[config.mk]
export PLATFORM = sky130hd
export DESIGN_NAME = ief_top
export DESIGN_NICKNAME = d
export VERILOG_FILES = /design/src/shared/ief_pkg.sv /design/src/shared/ief_reg_if.sv /design/src/design/ief_axil_slave.sv /design/src/design/ief_flag_bits.sv /design/src/design/ief_top.sv
export SDC_FILE = /design/constraint.sdc
export NUM_CORES = 1
export LEC_CHECK = 0
export BUFFER_PORTS_ARGS = -buffer_cell sky130_fd_sc_hd__buf_2
export CAP_MARGIN = 15
export CORE_ASPECT_RATIO = 0.7
export CORE_MARGIN = 1
export CORE_UTILIZATION = 48
export CTS_CLUSTER_DIAMETER = 50
export DETAILED_ROUTE_END_ITERATION = 8
export PLACE_DENSITY = 0.89
export SETUP_SLACK_MARGIN = 0.3
export SYNTH_ARGS = -nofsm -noshare
export SYNTH_HDL_FRONTEND = slang
export SYNTH_SLANG_ARGS = --single-unit
[constraint.sdc]
create_clock -name clock -period 1.8 [get_ports clock]
set_input_delay 0.36 -clock clock [delete_from_list [all_inputs] [get_ports clock]]
set_output_delay 0.36 -clock clock [all_outputs]
set_load 0.01 [all_outputs]
[src/shared/ief_pkg.sv]
// shared constants for the interrupt enable and flag block
package ief_pkg;
  // bus and register index layout
  localparam int unsigned ADDR_W      = 12;
  localparam int unsigned IDX_W       = 8;
  localparam logic [7:0]  IDX_LVD_EN  = 8'h9A;
  localparam logic [7:0]  IDX_PRI_EN  = 8'hA8;
  localparam logic [7:0]  IDX_SEC_EN  = 8'hA9;
  localparam logic [7:0]  IDX_FLAGS   = 8'hC0;
  localparam logic [7:0]  IDX_MISC_EN = 8'hC9;
  localparam logic [7:0]  REG_RST     = 8'h00;
  // implemented bits per register
  localparam logic [7:0]  PRI_MASK    = 8'hBF;
  localparam logic [7:0]  SEC_MASK    = 8'h9F;
  localparam logic [7:0]  LVD_MASK    = 8'h02;
  localparam logic [7:0]  MISC_MASK   = 8'h0E;
  // field positions
  localparam int unsigned PRI_GLOBAL  = 7;
  localparam int unsigned PRI_T2      = 5;
  localparam int unsigned PRI_UART0   = 4;
  localparam int unsigned PRI_T1      = 3;
  localparam int unsigned PRI_EXT1    = 2;
  localparam int unsigned PRI_T0      = 1;
  localparam int unsigned PRI_EXT0    = 0;
  localparam int unsigned SEC_RELOAD  = 7;
  localparam int unsigned SEC_CMP     = 4;
  localparam int unsigned SEC_CCU0    = 0;
  localparam int unsigned LVD_BIT     = 1;
  localparam int unsigned MISC_TB     = 3;
  localparam int unsigned MISC_ADC    = 2;
  localparam int unsigned MISC_TWI    = 1;
  localparam int unsigned FLG_LSB     = 2;
  localparam int unsigned NUM_FLG     = 6;
  localparam int unsigned NUM_CCU     = 4;
  localparam int unsigned FLG_T2OVF   = 4;
  localparam int unsigned FLG_RELOAD  = 5;
  // request vector positions
  localparam int unsigned SRC_EXT0 = 0;
  localparam int unsigned SRC_TMR0 = 1;
  localparam int unsigned SRC_EXT1 = 2;
  localparam int unsigned SRC_TMR1 = 3;
  localparam int unsigned SRC_UART0 = 4;
  localparam int unsigned SRC_TMR2 = 5;
  localparam int unsigned SRC_CMP  = 6;
  localparam int unsigned SRC_CCU0 = 7;
  localparam int unsigned SRC_LVD  = 11;
  localparam int unsigned SRC_TB   = 12;
  localparam int unsigned SRC_ADC  = 13;
  localparam int unsigned SRC_TWI  = 14;
  localparam int unsigned NUM_SRC  = 15;
  // bus responses
  localparam logic [1:0]  RESP_OKAY   = 2'h0;
  localparam logic [1:0]  RESP_SLVERR = 2'h2;

  function automatic logic [IDX_W-1:0] ief_addr_idx(input logic [ADDR_W-1:0] a);
    return a[IDX_W+1:2];
  endfunction : ief_addr_idx

  function automatic logic ief_addr_hit(input logic [ADDR_W-1:0] a);
    logic [IDX_W-1:0] i;
    i = ief_addr_idx(a);
    return (a[1:0] == 2'h0) && (a[ADDR_W-1:IDX_W+2] == '0) &&
           (i == IDX_LVD_EN || i == IDX_PRI_EN || i == IDX_SEC_EN ||
            i == IDX_FLAGS || i == IDX_MISC_EN);
  endfunction : ief_addr_hit
endpackage : ief_pkg

[src/shared/ief_reg_if.sv]
// register access carrier between bus slave and register file
interface ief_reg_if;
  logic       wr_en;
  logic [7:0] wr_idx;
  logic [7:0] wr_data;
  logic [7:0] rd_idx;
  logic [7:0] rd_data;
  modport slave (output wr_en, wr_idx, wr_data, rd_idx, input rd_data);
  modport regs  (input wr_en, wr_idx, wr_data, rd_idx, output rd_data);
endinterface : ief_reg_if

[src/design/ief_axil_slave.sv]
// axi4-lite slave front end for the interrupt registers
module ief_axil_slave
  import ief_pkg::*;
(
  // clock and reset
  input  wire logic              clock,
  input  wire logic              rst,
  // write channels
  input  wire logic [ADDR_W-1:0] awaddr,
  input  wire logic              awvalid,
  output logic                   awready,
  input  wire logic [31:0]       wdata,
  input  wire logic [3:0]        wstrb,
  input  wire logic              wvalid,
  output logic                   wready,
  output logic [1:0]             bresp,
  output logic                   bvalid,
  input  wire logic              bready,
  // read channels
  input  wire logic [ADDR_W-1:0] araddr,
  input  wire logic              arvalid,
  output logic                   arready,
  output logic [31:0]            rdata,
  output logic [1:0]             rresp,
  output logic                   rvalid,
  input  wire logic              rready,
  // register side
  ief_reg_if.slave               regs
);
  typedef enum logic [1:0] {W_IDLE = 2'b01, W_RESP = 2'b10} ief_wst_t;
  typedef enum logic [1:0] {R_IDLE = 2'b01, R_RESP = 2'b10} ief_rst_t;

  ief_wst_t          wst_q;
  ief_rst_t          rst_q;
  logic              aw_q;
  logic              w_q;
  logic [ADDR_W-1:0] awaddr_q;
  logic [7:0]        wdata_q;
  logic              wstrb0_q;
  logic              do_wr;

  // address and data may arrive in either order
  assign awready = (wst_q == W_IDLE) && !aw_q;
  assign wready  = (wst_q == W_IDLE) && !w_q;
  assign do_wr   = (wst_q == W_IDLE) && aw_q && w_q;
  assign bvalid  = (wst_q == W_RESP);

  assign regs.wr_en   = do_wr && ief_addr_hit(awaddr_q) && wstrb0_q;
  assign regs.wr_idx  = ief_addr_idx(awaddr_q);
  assign regs.wr_data = wdata_q;

  always_ff @(posedge clock) begin
    if (rst) begin
      aw_q     <= 1'b0;
      awaddr_q <= '0;
    end else if (awvalid && awready) begin
      aw_q     <= 1'b1;
      awaddr_q <= awaddr;
    end else if (bvalid && bready) begin
      aw_q     <= 1'b0;
    end
  end

  always_ff @(posedge clock) begin
    if (rst) begin
      w_q      <= 1'b0;
      wdata_q  <= '0;
      wstrb0_q <= 1'b0;
    end else if (wvalid && wready) begin
      w_q      <= 1'b1;
      wdata_q  <= wdata[7:0];
      wstrb0_q <= wstrb[0];
    end else if (bvalid && bready) begin
      w_q      <= 1'b0;
    end
  end

  always_ff @(posedge clock) begin
    if (rst) begin
      wst_q <= W_IDLE;
      bresp <= RESP_OKAY;
    end else begin
      case (wst_q)
        W_IDLE: begin
          if (do_wr) begin
            wst_q <= W_RESP;
            bresp <= ief_addr_hit(awaddr_q) ? RESP_OKAY : RESP_SLVERR;
          end
        end
        W_RESP: begin
          if (bready) begin
            wst_q <= W_IDLE;
          end
        end
        default: wst_q <= W_IDLE;
      endcase
    end
  end

  // read data is captured at the address handshake
  assign arready     = (rst_q == R_IDLE);
  assign rvalid      = (rst_q == R_RESP);
  assign regs.rd_idx = ief_addr_idx(araddr);

  always_ff @(posedge clock) begin
    if (rst) begin
      rst_q <= R_IDLE;
      rdata <= '0;
      rresp <= RESP_OKAY;
    end else begin
      case (rst_q)
        R_IDLE: begin
          if (arvalid) begin
            rst_q <= R_RESP;
            rdata <= ief_addr_hit(araddr) ? {24'h000000, regs.rd_data} : 32'h00000000;
            rresp <= ief_addr_hit(araddr) ? RESP_OKAY : RESP_SLVERR;
          end
        end
        R_RESP: begin
          if (rready) begin
            rst_q <= R_IDLE;
          end
        end
        default: rst_q <= R_IDLE;
      endcase
    end
  end
endmodule : ief_axil_slave

[src/design/ief_flag_bits.sv]
// sticky request flags with hardware set, hardware clear and software access
module ief_flag_bits
  import ief_pkg::*;
(
  // clock and reset
  input  wire logic               clock,
  input  wire logic               rst,
  // flag controls
  input  wire logic [NUM_FLG-1:0] set,
  input  wire logic [NUM_FLG-1:0] hw_clr,
  input  wire logic               sw_we,
  input  wire logic [NUM_FLG-1:0] sw_data,
  // state
  output logic      [NUM_FLG-1:0] flags_q
);
  for (genvar i = 0; i < NUM_FLG; i++) begin : g_flag
    // set wins so an event in the clearing cycle is never lost
    always_ff @(posedge clock) begin
      if (rst) begin
        flags_q[i] <= 1'b0;
      end else if (set[i]) begin
        flags_q[i] <= 1'b1;
      end else if (hw_clr[i] || (sw_we && !sw_data[i])) begin
        flags_q[i] <= 1'b0;
      end else if (sw_we) begin
        flags_q[i] <= 1'b1;
      end
    end
  end
endmodule : ief_flag_bits

[src/design/ief_top.sv]
// interrupt enable registers, timer 2 and capture/compare flags, request gating
//
// Local design decision: register access over AXI4-Lite.
module ief_top
  import ief_pkg::*;
(
  // clock and reset
  input  wire logic               clock,
  input  wire logic               rst,
  // axi4-lite write
  input  wire logic [ADDR_W-1:0]  s_axi_awaddr,
  input  wire logic               s_axi_awvalid,
  output logic                    s_axi_awready,
  input  wire logic [31:0]        s_axi_wdata,
  input  wire logic [3:0]         s_axi_wstrb,
  input  wire logic               s_axi_wvalid,
  output logic                    s_axi_wready,
  output logic [1:0]              s_axi_bresp,
  output logic                    s_axi_bvalid,
  input  wire logic               s_axi_bready,
  // axi4-lite read
  input  wire logic [ADDR_W-1:0]  s_axi_araddr,
  input  wire logic               s_axi_arvalid,
  output logic                    s_axi_arready,
  output logic [31:0]             s_axi_rdata,
  output logic [1:0]              s_axi_rresp,
  output logic                    s_axi_rvalid,
  input  wire logic               s_axi_rready,
  // timer 2 and capture/compare events
  input  wire logic               t2_reload_evt,
  input  wire logic               t2_overflow_evt,
  input  wire logic [NUM_CCU-1:0] capcmp_evt,
  input  wire logic [NUM_CCU-1:0] isr_enter_capcmp,
  // flags held by other peripherals
  input  wire logic               ext_pin0_flag,
  input  wire logic               timer0_flag,
  input  wire logic               ext_pin1_flag,
  input  wire logic               timer1_flag,
  input  wire logic               uart0_flag,
  input  wire logic               comparator_flag,
  input  wire logic               lowvolt_flag,
  input  wire logic               timebase_flag,
  input  wire logic               adc_flag,
  input  wire logic               twowire_flag,
  // requests to the core
  output logic [NUM_SRC-1:0]      irq_req_q
);
  ief_reg_if rif ();

  logic [7:0]         primary_irq_enable_q;
  logic [7:0]         secondary_irq_enable_q;
  logic [7:0]         lvd_irq_enable_q;
  logic [7:0]         misc_irq_enable_q;
  logic [NUM_FLG-1:0] flags_q;
  logic               flags_we;
  logic [NUM_SRC-1:0] src_flag;
  logic [NUM_SRC-1:0] src_en;
  logic [NUM_SRC-1:0] irq_req_d;
  logic               global_irq_enable;
  logic               t2_reload_irq_enable;
  logic               t2_reload_irq_flag;
  logic               t2_overflow_flag;

  ief_axil_slave u_slave (
    .clock   (clock),
    .rst     (rst),
    .awaddr  (s_axi_awaddr),
    .awvalid (s_axi_awvalid),
    .awready (s_axi_awready),
    .wdata   (s_axi_wdata),
    .wstrb   (s_axi_wstrb),
    .wvalid  (s_axi_wvalid),
    .wready  (s_axi_wready),
    .bresp   (s_axi_bresp),
    .bvalid  (s_axi_bvalid),
    .bready  (s_axi_bready),
    .araddr  (s_axi_araddr),
    .arvalid (s_axi_arvalid),
    .arready (s_axi_arready),
    .rdata   (s_axi_rdata),
    .rresp   (s_axi_rresp),
    .rvalid  (s_axi_rvalid),
    .rready  (s_axi_rready),
    .regs    (rif.slave)
  );

  // enable registers; unimplemented bits never store
  always_ff @(posedge clock) begin
    if (rst) begin
      primary_irq_enable_q <= REG_RST;
    end else if (rif.wr_en && rif.wr_idx == IDX_PRI_EN) begin
      primary_irq_enable_q <= rif.wr_data & PRI_MASK;
    end
  end

  always_ff @(posedge clock) begin
    if (rst) begin
      secondary_irq_enable_q <= REG_RST;
    end else if (rif.wr_en && rif.wr_idx == IDX_SEC_EN) begin
      secondary_irq_enable_q <= rif.wr_data & SEC_MASK;
    end
  end

  always_ff @(posedge clock) begin
    if (rst) begin
      lvd_irq_enable_q <= REG_RST;
    end else if (rif.wr_en && rif.wr_idx == IDX_LVD_EN) begin
      lvd_irq_enable_q <= rif.wr_data & LVD_MASK;
    end
  end

  always_ff @(posedge clock) begin
    if (rst) begin
      misc_irq_enable_q <= REG_RST;
    end else if (rif.wr_en && rif.wr_idx == IDX_MISC_EN) begin
      misc_irq_enable_q <= rif.wr_data & MISC_MASK;
    end
  end

  // flags set on events even while disabled
  assign flags_we = rif.wr_en && rif.wr_idx == IDX_FLAGS;

  ief_flag_bits u_flags (
    .clock   (clock),
    .rst     (rst),
    .set     ({t2_reload_evt, t2_overflow_evt, capcmp_evt}),
    .hw_clr  ({2'h0, isr_enter_capcmp}),
    .sw_we   (flags_we),
    .sw_data (rif.wr_data[7:FLG_LSB]),
    .flags_q (flags_q)
  );

  // read mux; enable reserved bits already stored as zero, flag register bits 1:0 supplied as zero here
  always_comb begin
    case (rif.rd_idx)
      IDX_PRI_EN:  rif.rd_data = primary_irq_enable_q;
      IDX_SEC_EN:  rif.rd_data = secondary_irq_enable_q;
      IDX_LVD_EN:  rif.rd_data = lvd_irq_enable_q;
      IDX_MISC_EN: rif.rd_data = misc_irq_enable_q;
      IDX_FLAGS:   rif.rd_data = {flags_q, 2'h0};
      default:     rif.rd_data = 8'h00;
    endcase
  end

  assign global_irq_enable    = primary_irq_enable_q[PRI_GLOBAL];
  assign t2_reload_irq_enable = secondary_irq_enable_q[SEC_RELOAD];
  assign t2_reload_irq_flag   = flags_q[FLG_RELOAD];
  assign t2_overflow_flag     = flags_q[FLG_T2OVF];

  // source flag and enable vectors
  assign src_flag[SRC_EXT0]  = ext_pin0_flag;
  assign src_flag[SRC_TMR0]  = timer0_flag;
  assign src_flag[SRC_EXT1]  = ext_pin1_flag;
  assign src_flag[SRC_TMR1]  = timer1_flag;
  assign src_flag[SRC_UART0] = uart0_flag;
  // reload only counts when its own enable is set
  assign src_flag[SRC_TMR2]  = t2_overflow_flag ||
                               (t2_reload_irq_flag && t2_reload_irq_enable);
  assign src_flag[SRC_CMP]   = comparator_flag;
  assign src_flag[SRC_LVD]   = lowvolt_flag;
  assign src_flag[SRC_TB]    = timebase_flag;
  assign src_flag[SRC_ADC]   = adc_flag;
  assign src_flag[SRC_TWI]   = twowire_flag;

  assign src_en[SRC_EXT0]  = primary_irq_enable_q[PRI_EXT0];
  assign src_en[SRC_TMR0]  = primary_irq_enable_q[PRI_T0];
  assign src_en[SRC_EXT1]  = primary_irq_enable_q[PRI_EXT1];
  assign src_en[SRC_TMR1]  = primary_irq_enable_q[PRI_T1];
  assign src_en[SRC_UART0] = primary_irq_enable_q[PRI_UART0];
  assign src_en[SRC_TMR2]  = primary_irq_enable_q[PRI_T2];
  assign src_en[SRC_CMP]   = secondary_irq_enable_q[SEC_CMP];
  assign src_en[SRC_LVD]   = lvd_irq_enable_q[LVD_BIT];
  assign src_en[SRC_TB]    = misc_irq_enable_q[MISC_TB];
  assign src_en[SRC_ADC]   = misc_irq_enable_q[MISC_ADC];
  assign src_en[SRC_TWI]   = misc_irq_enable_q[MISC_TWI];

  for (genvar i = 0; i < NUM_CCU; i++) begin : g_ccu
    assign src_flag[SRC_CCU0+i] = flags_q[i];
    assign src_en[SRC_CCU0+i]   = secondary_irq_enable_q[SEC_CCU0+i];
  end

  // one register stage keeps the core's request free of decode glitches
  assign irq_req_d = global_irq_enable ? (src_flag & src_en) : '0;

  always_ff @(posedge clock) begin
    if (rst) begin
      irq_req_q <= '0;
    end else begin
      irq_req_q <= irq_req_d;
    end
  end
endmodule : ief_top

==> results.md <==
- Status: finished clean
- Antenna Cells: 0
- Largest family of logic cells by synthesized area: simple AND/OR/NAND/NOR gates
- DR vias: around 3300
- CTS buffer count: 9
- Seq. cell area: 0.00152 mm2
- Beginning of the worst register-to-register path: u_slave.awaddr_q[3]
- CP startpoint kind: flip-flop
- I/O Buffers: 89
- H-tree depth: 3
- Fmax: around 640 MHz
- Slew Limit Fails: 0
- Worst path arrival time: 1790 ps
- Min Clock Period, post-route: roughly 1600 ps
- Fin area: 0.00424 mm2
- Worst skew pair latency: 350 ps
- Hold_ws: about 240 ps
- Initial antenna violation count: 0
- Post-Synth XOR/XNOR Area: 0.262%
- Reg clk slew, reported paths: 80 ps
- CTS tree: built
- Root Buffer: clkbuf_8
- Simple-gate share of the synthesized area: 26.9%
- Synth Area in Compound Gates: 18.2%
- Layout Skew: between 8 and 9 ps
- # setup viols final: 0
- Sequential share of the synthesized area: 44.9%
- Final Util: 63.0%
- GR Util All Layers: 24.8%
- Num Clock Sinks: 75
- Die ar.: 0.00731 mm2
- Critical Path Source: u_slave.awaddr_q[3]
- Synth Cell Area: 0.00334 mm2
- Hold Crit Class: primary input to flip-flop
- First-pass GRT wire length: 13900 um
- Gp weighted congestion: roughly 0.82
- Mapped Cells: 391
- Std cell rows: 25
- Top cells by area, synth: dfxtp_1, a21oi_1, nand2_1
- Vias in the first global route: 3004
- Fraction of layout cells with a size suffix above 1: 34.0%
- Pre-CTS setup slack: -16.6 ps
- Final net count: 577
- Post-synth EDFFs: 0
- CP Capture Type: flip-flop
- Initial core utilization: 49.7%
- Synthesized flop and latch total: 75
- Max Cap Viol: 0
- Final worst slack: 243 ps
- Min-delay src: s_axi_awaddr[7]
- Mean area per synthesized cell: 8.55 um2
- Post-route clock period utilization: 86.5%
- Detail Route Antenna Nets: 0
- Drt wl/cell: around 16 um
- Hold_buf cts: 0
- Area growth syn-to-layout: 26.8%
- DR iter-0 viols: 257
- Largest net degree at the start of global routing: 23
- Hold Fails Final Rpt: 0
- CP required: 2030 ps
- Core Box Area: 0.00673 mm2
- Count leader, synth: dfxtp_1
- Placed inst area: 0.00385 mm2
- Drt total wl: 9190 um
- Die Span Y: 71.8 um
- Die Wd: around 100 um
- Max VDD drop: around 570 uV
- Total power divided by cell area: ~840 mW/mm2
- Area of the multi-input gates: 0.00175 mm2
- Maximum net fanout on the critical path: 7
- Synth top area share: 44.9%
- DR vias/cell: 5.65
- Dpl hpwl: 6680 um
- Post-synthesis adder-cell area fraction: 0%
- Ys async rst share: 0%
- Fin Setup TNS: 0 ps
- CTS Buffer Depth: 2
- Synth cell types: 53
- RSZ-0062 raised after global routing: yes
- Most frequent cells after synthesis: dfxtp_1, nand2_1, a21oi_1
- Synth warnings: 0
- Layout fillers: 574
- IO Pins: 143
- Post-synth top flop: dfxtp_1
- Remaining Overflow, GRT: 0
- Synth area leader: dfxtp_1
- Drt first pass iters: 5
- Detailed-route DRC error count: 0
- Post-synthesis mux area share: 0.337%
- WS Path Type: flip-flop to flip-flop
- LEAKAGE: 1.76 nW
## registers in the layout, indices dropped and copies added, names as in the netlist
register and cells:
u_slave.regs.wr_data 8, u_slave.aw_q 1, u_slave.wstrb0_q 1, u_slave.rst_q 2, u_slave.wst_q 2, u_slave.bresp 1
secondary_irq_enable_q 6, u_slave.awaddr_q 12, u_flags.flags_q 6, u_slave.rresp 1, u_slave.w_q 1, primary_irq_enable_q 7
u_slave.rdata 8, irq_req_q 15, lvd_irq_enable_q 1, misc_irq_enable_q 3
## layout by cell type (no fill, tap or decap), types with 5 or more instances in the layout
cell type | Yosys | layout
inv_1 | 11 | 11
conb_1 | 1 | 26
clkbuf_8 | 0 | 10
nor2b_1 | 9 | 7
nor2_1 | 11 | 10
o21ai_0 | 19 | 9
buf_4 | 27 | 14
buf_2 | 2 | 89
a21oi_1 | 45 | 44
nand2_1 | 57 | 56
nand3_1 | 17 | 15
dfxtp_1 | 75 | 67
and3_1 | 15 | 14
dfxtp_2 | 0 | 6
nand3b_1 | 5 | 5
o21ai_1 | 2 | 8
o21ai_2 | 1 | 5
## worst paths after layout
kind         depth (start not counted)  slack [ps]                       to
max                                  4         240  primary_irq_enable_q[3]
min                                  3         240      u_slave.awaddr_q[7]
max reg2reg                          4         240  primary_irq_enable_q[3]
min reg2reg                          2         460         u_slave.rdata[5]
## layout make-up
class	count	share of cell area, %
inverters	11	0.974
repair buffers	107	14.1
clock inverters	5	1.83
multi-input cells	286	41.3
clock buffers	10	3.25
well taps	94	2.78
flip-flops and latches	75	35.8
## layer usage
| metal | track usage [%] | wire length (um) |
|---|---|---|
| met1 | 33.0 | 4050 |
| met2 | 38.4 | 4090 |
| met3 | 8.10 | 873 |
| met4 | 7.41 | 185 |
| met5 | 0 | 0 |
## per-stage QoR
step / power [mW] / cells
after CTS: 3.52 / 584
final: 3.54 / 588
after global placement: 2.12 / 569
after detailed placement: 2.14 / 569
after global routing: 3.68 / 588
after floorplan: 2.03 / 416
## where the power goes
group	switching (mW)	internal, mW
clock network	0.593	0.805
logic	0.212	0.152
registers	0.0635	1.71
total	0.869	2.67
## cells by family after synthesis
group / Yosys count
XOR/XNOR: 1
other: 1
flip-flops: 75
multiplexers: 1
AND/OR/NAND/NOR: 163
buffers and inverters: 55
AO/OA/AOI/OAI: 95
## worst max-delay path: stages (launching register included)
cell	delay, ps
dfxtp_2	340
or2_4	260
or4_4	600
o21ai_1	160
a21oi_1	80
## what timing repair did
action,in CTS,in global routing
pin swaps,2,10
cloned,0,1
gates resized for setup,14,37
setup buffers,0,3
endpoints found under the setup margin,26,35
No activity file was read; power rests on OpenSTA's default activity.
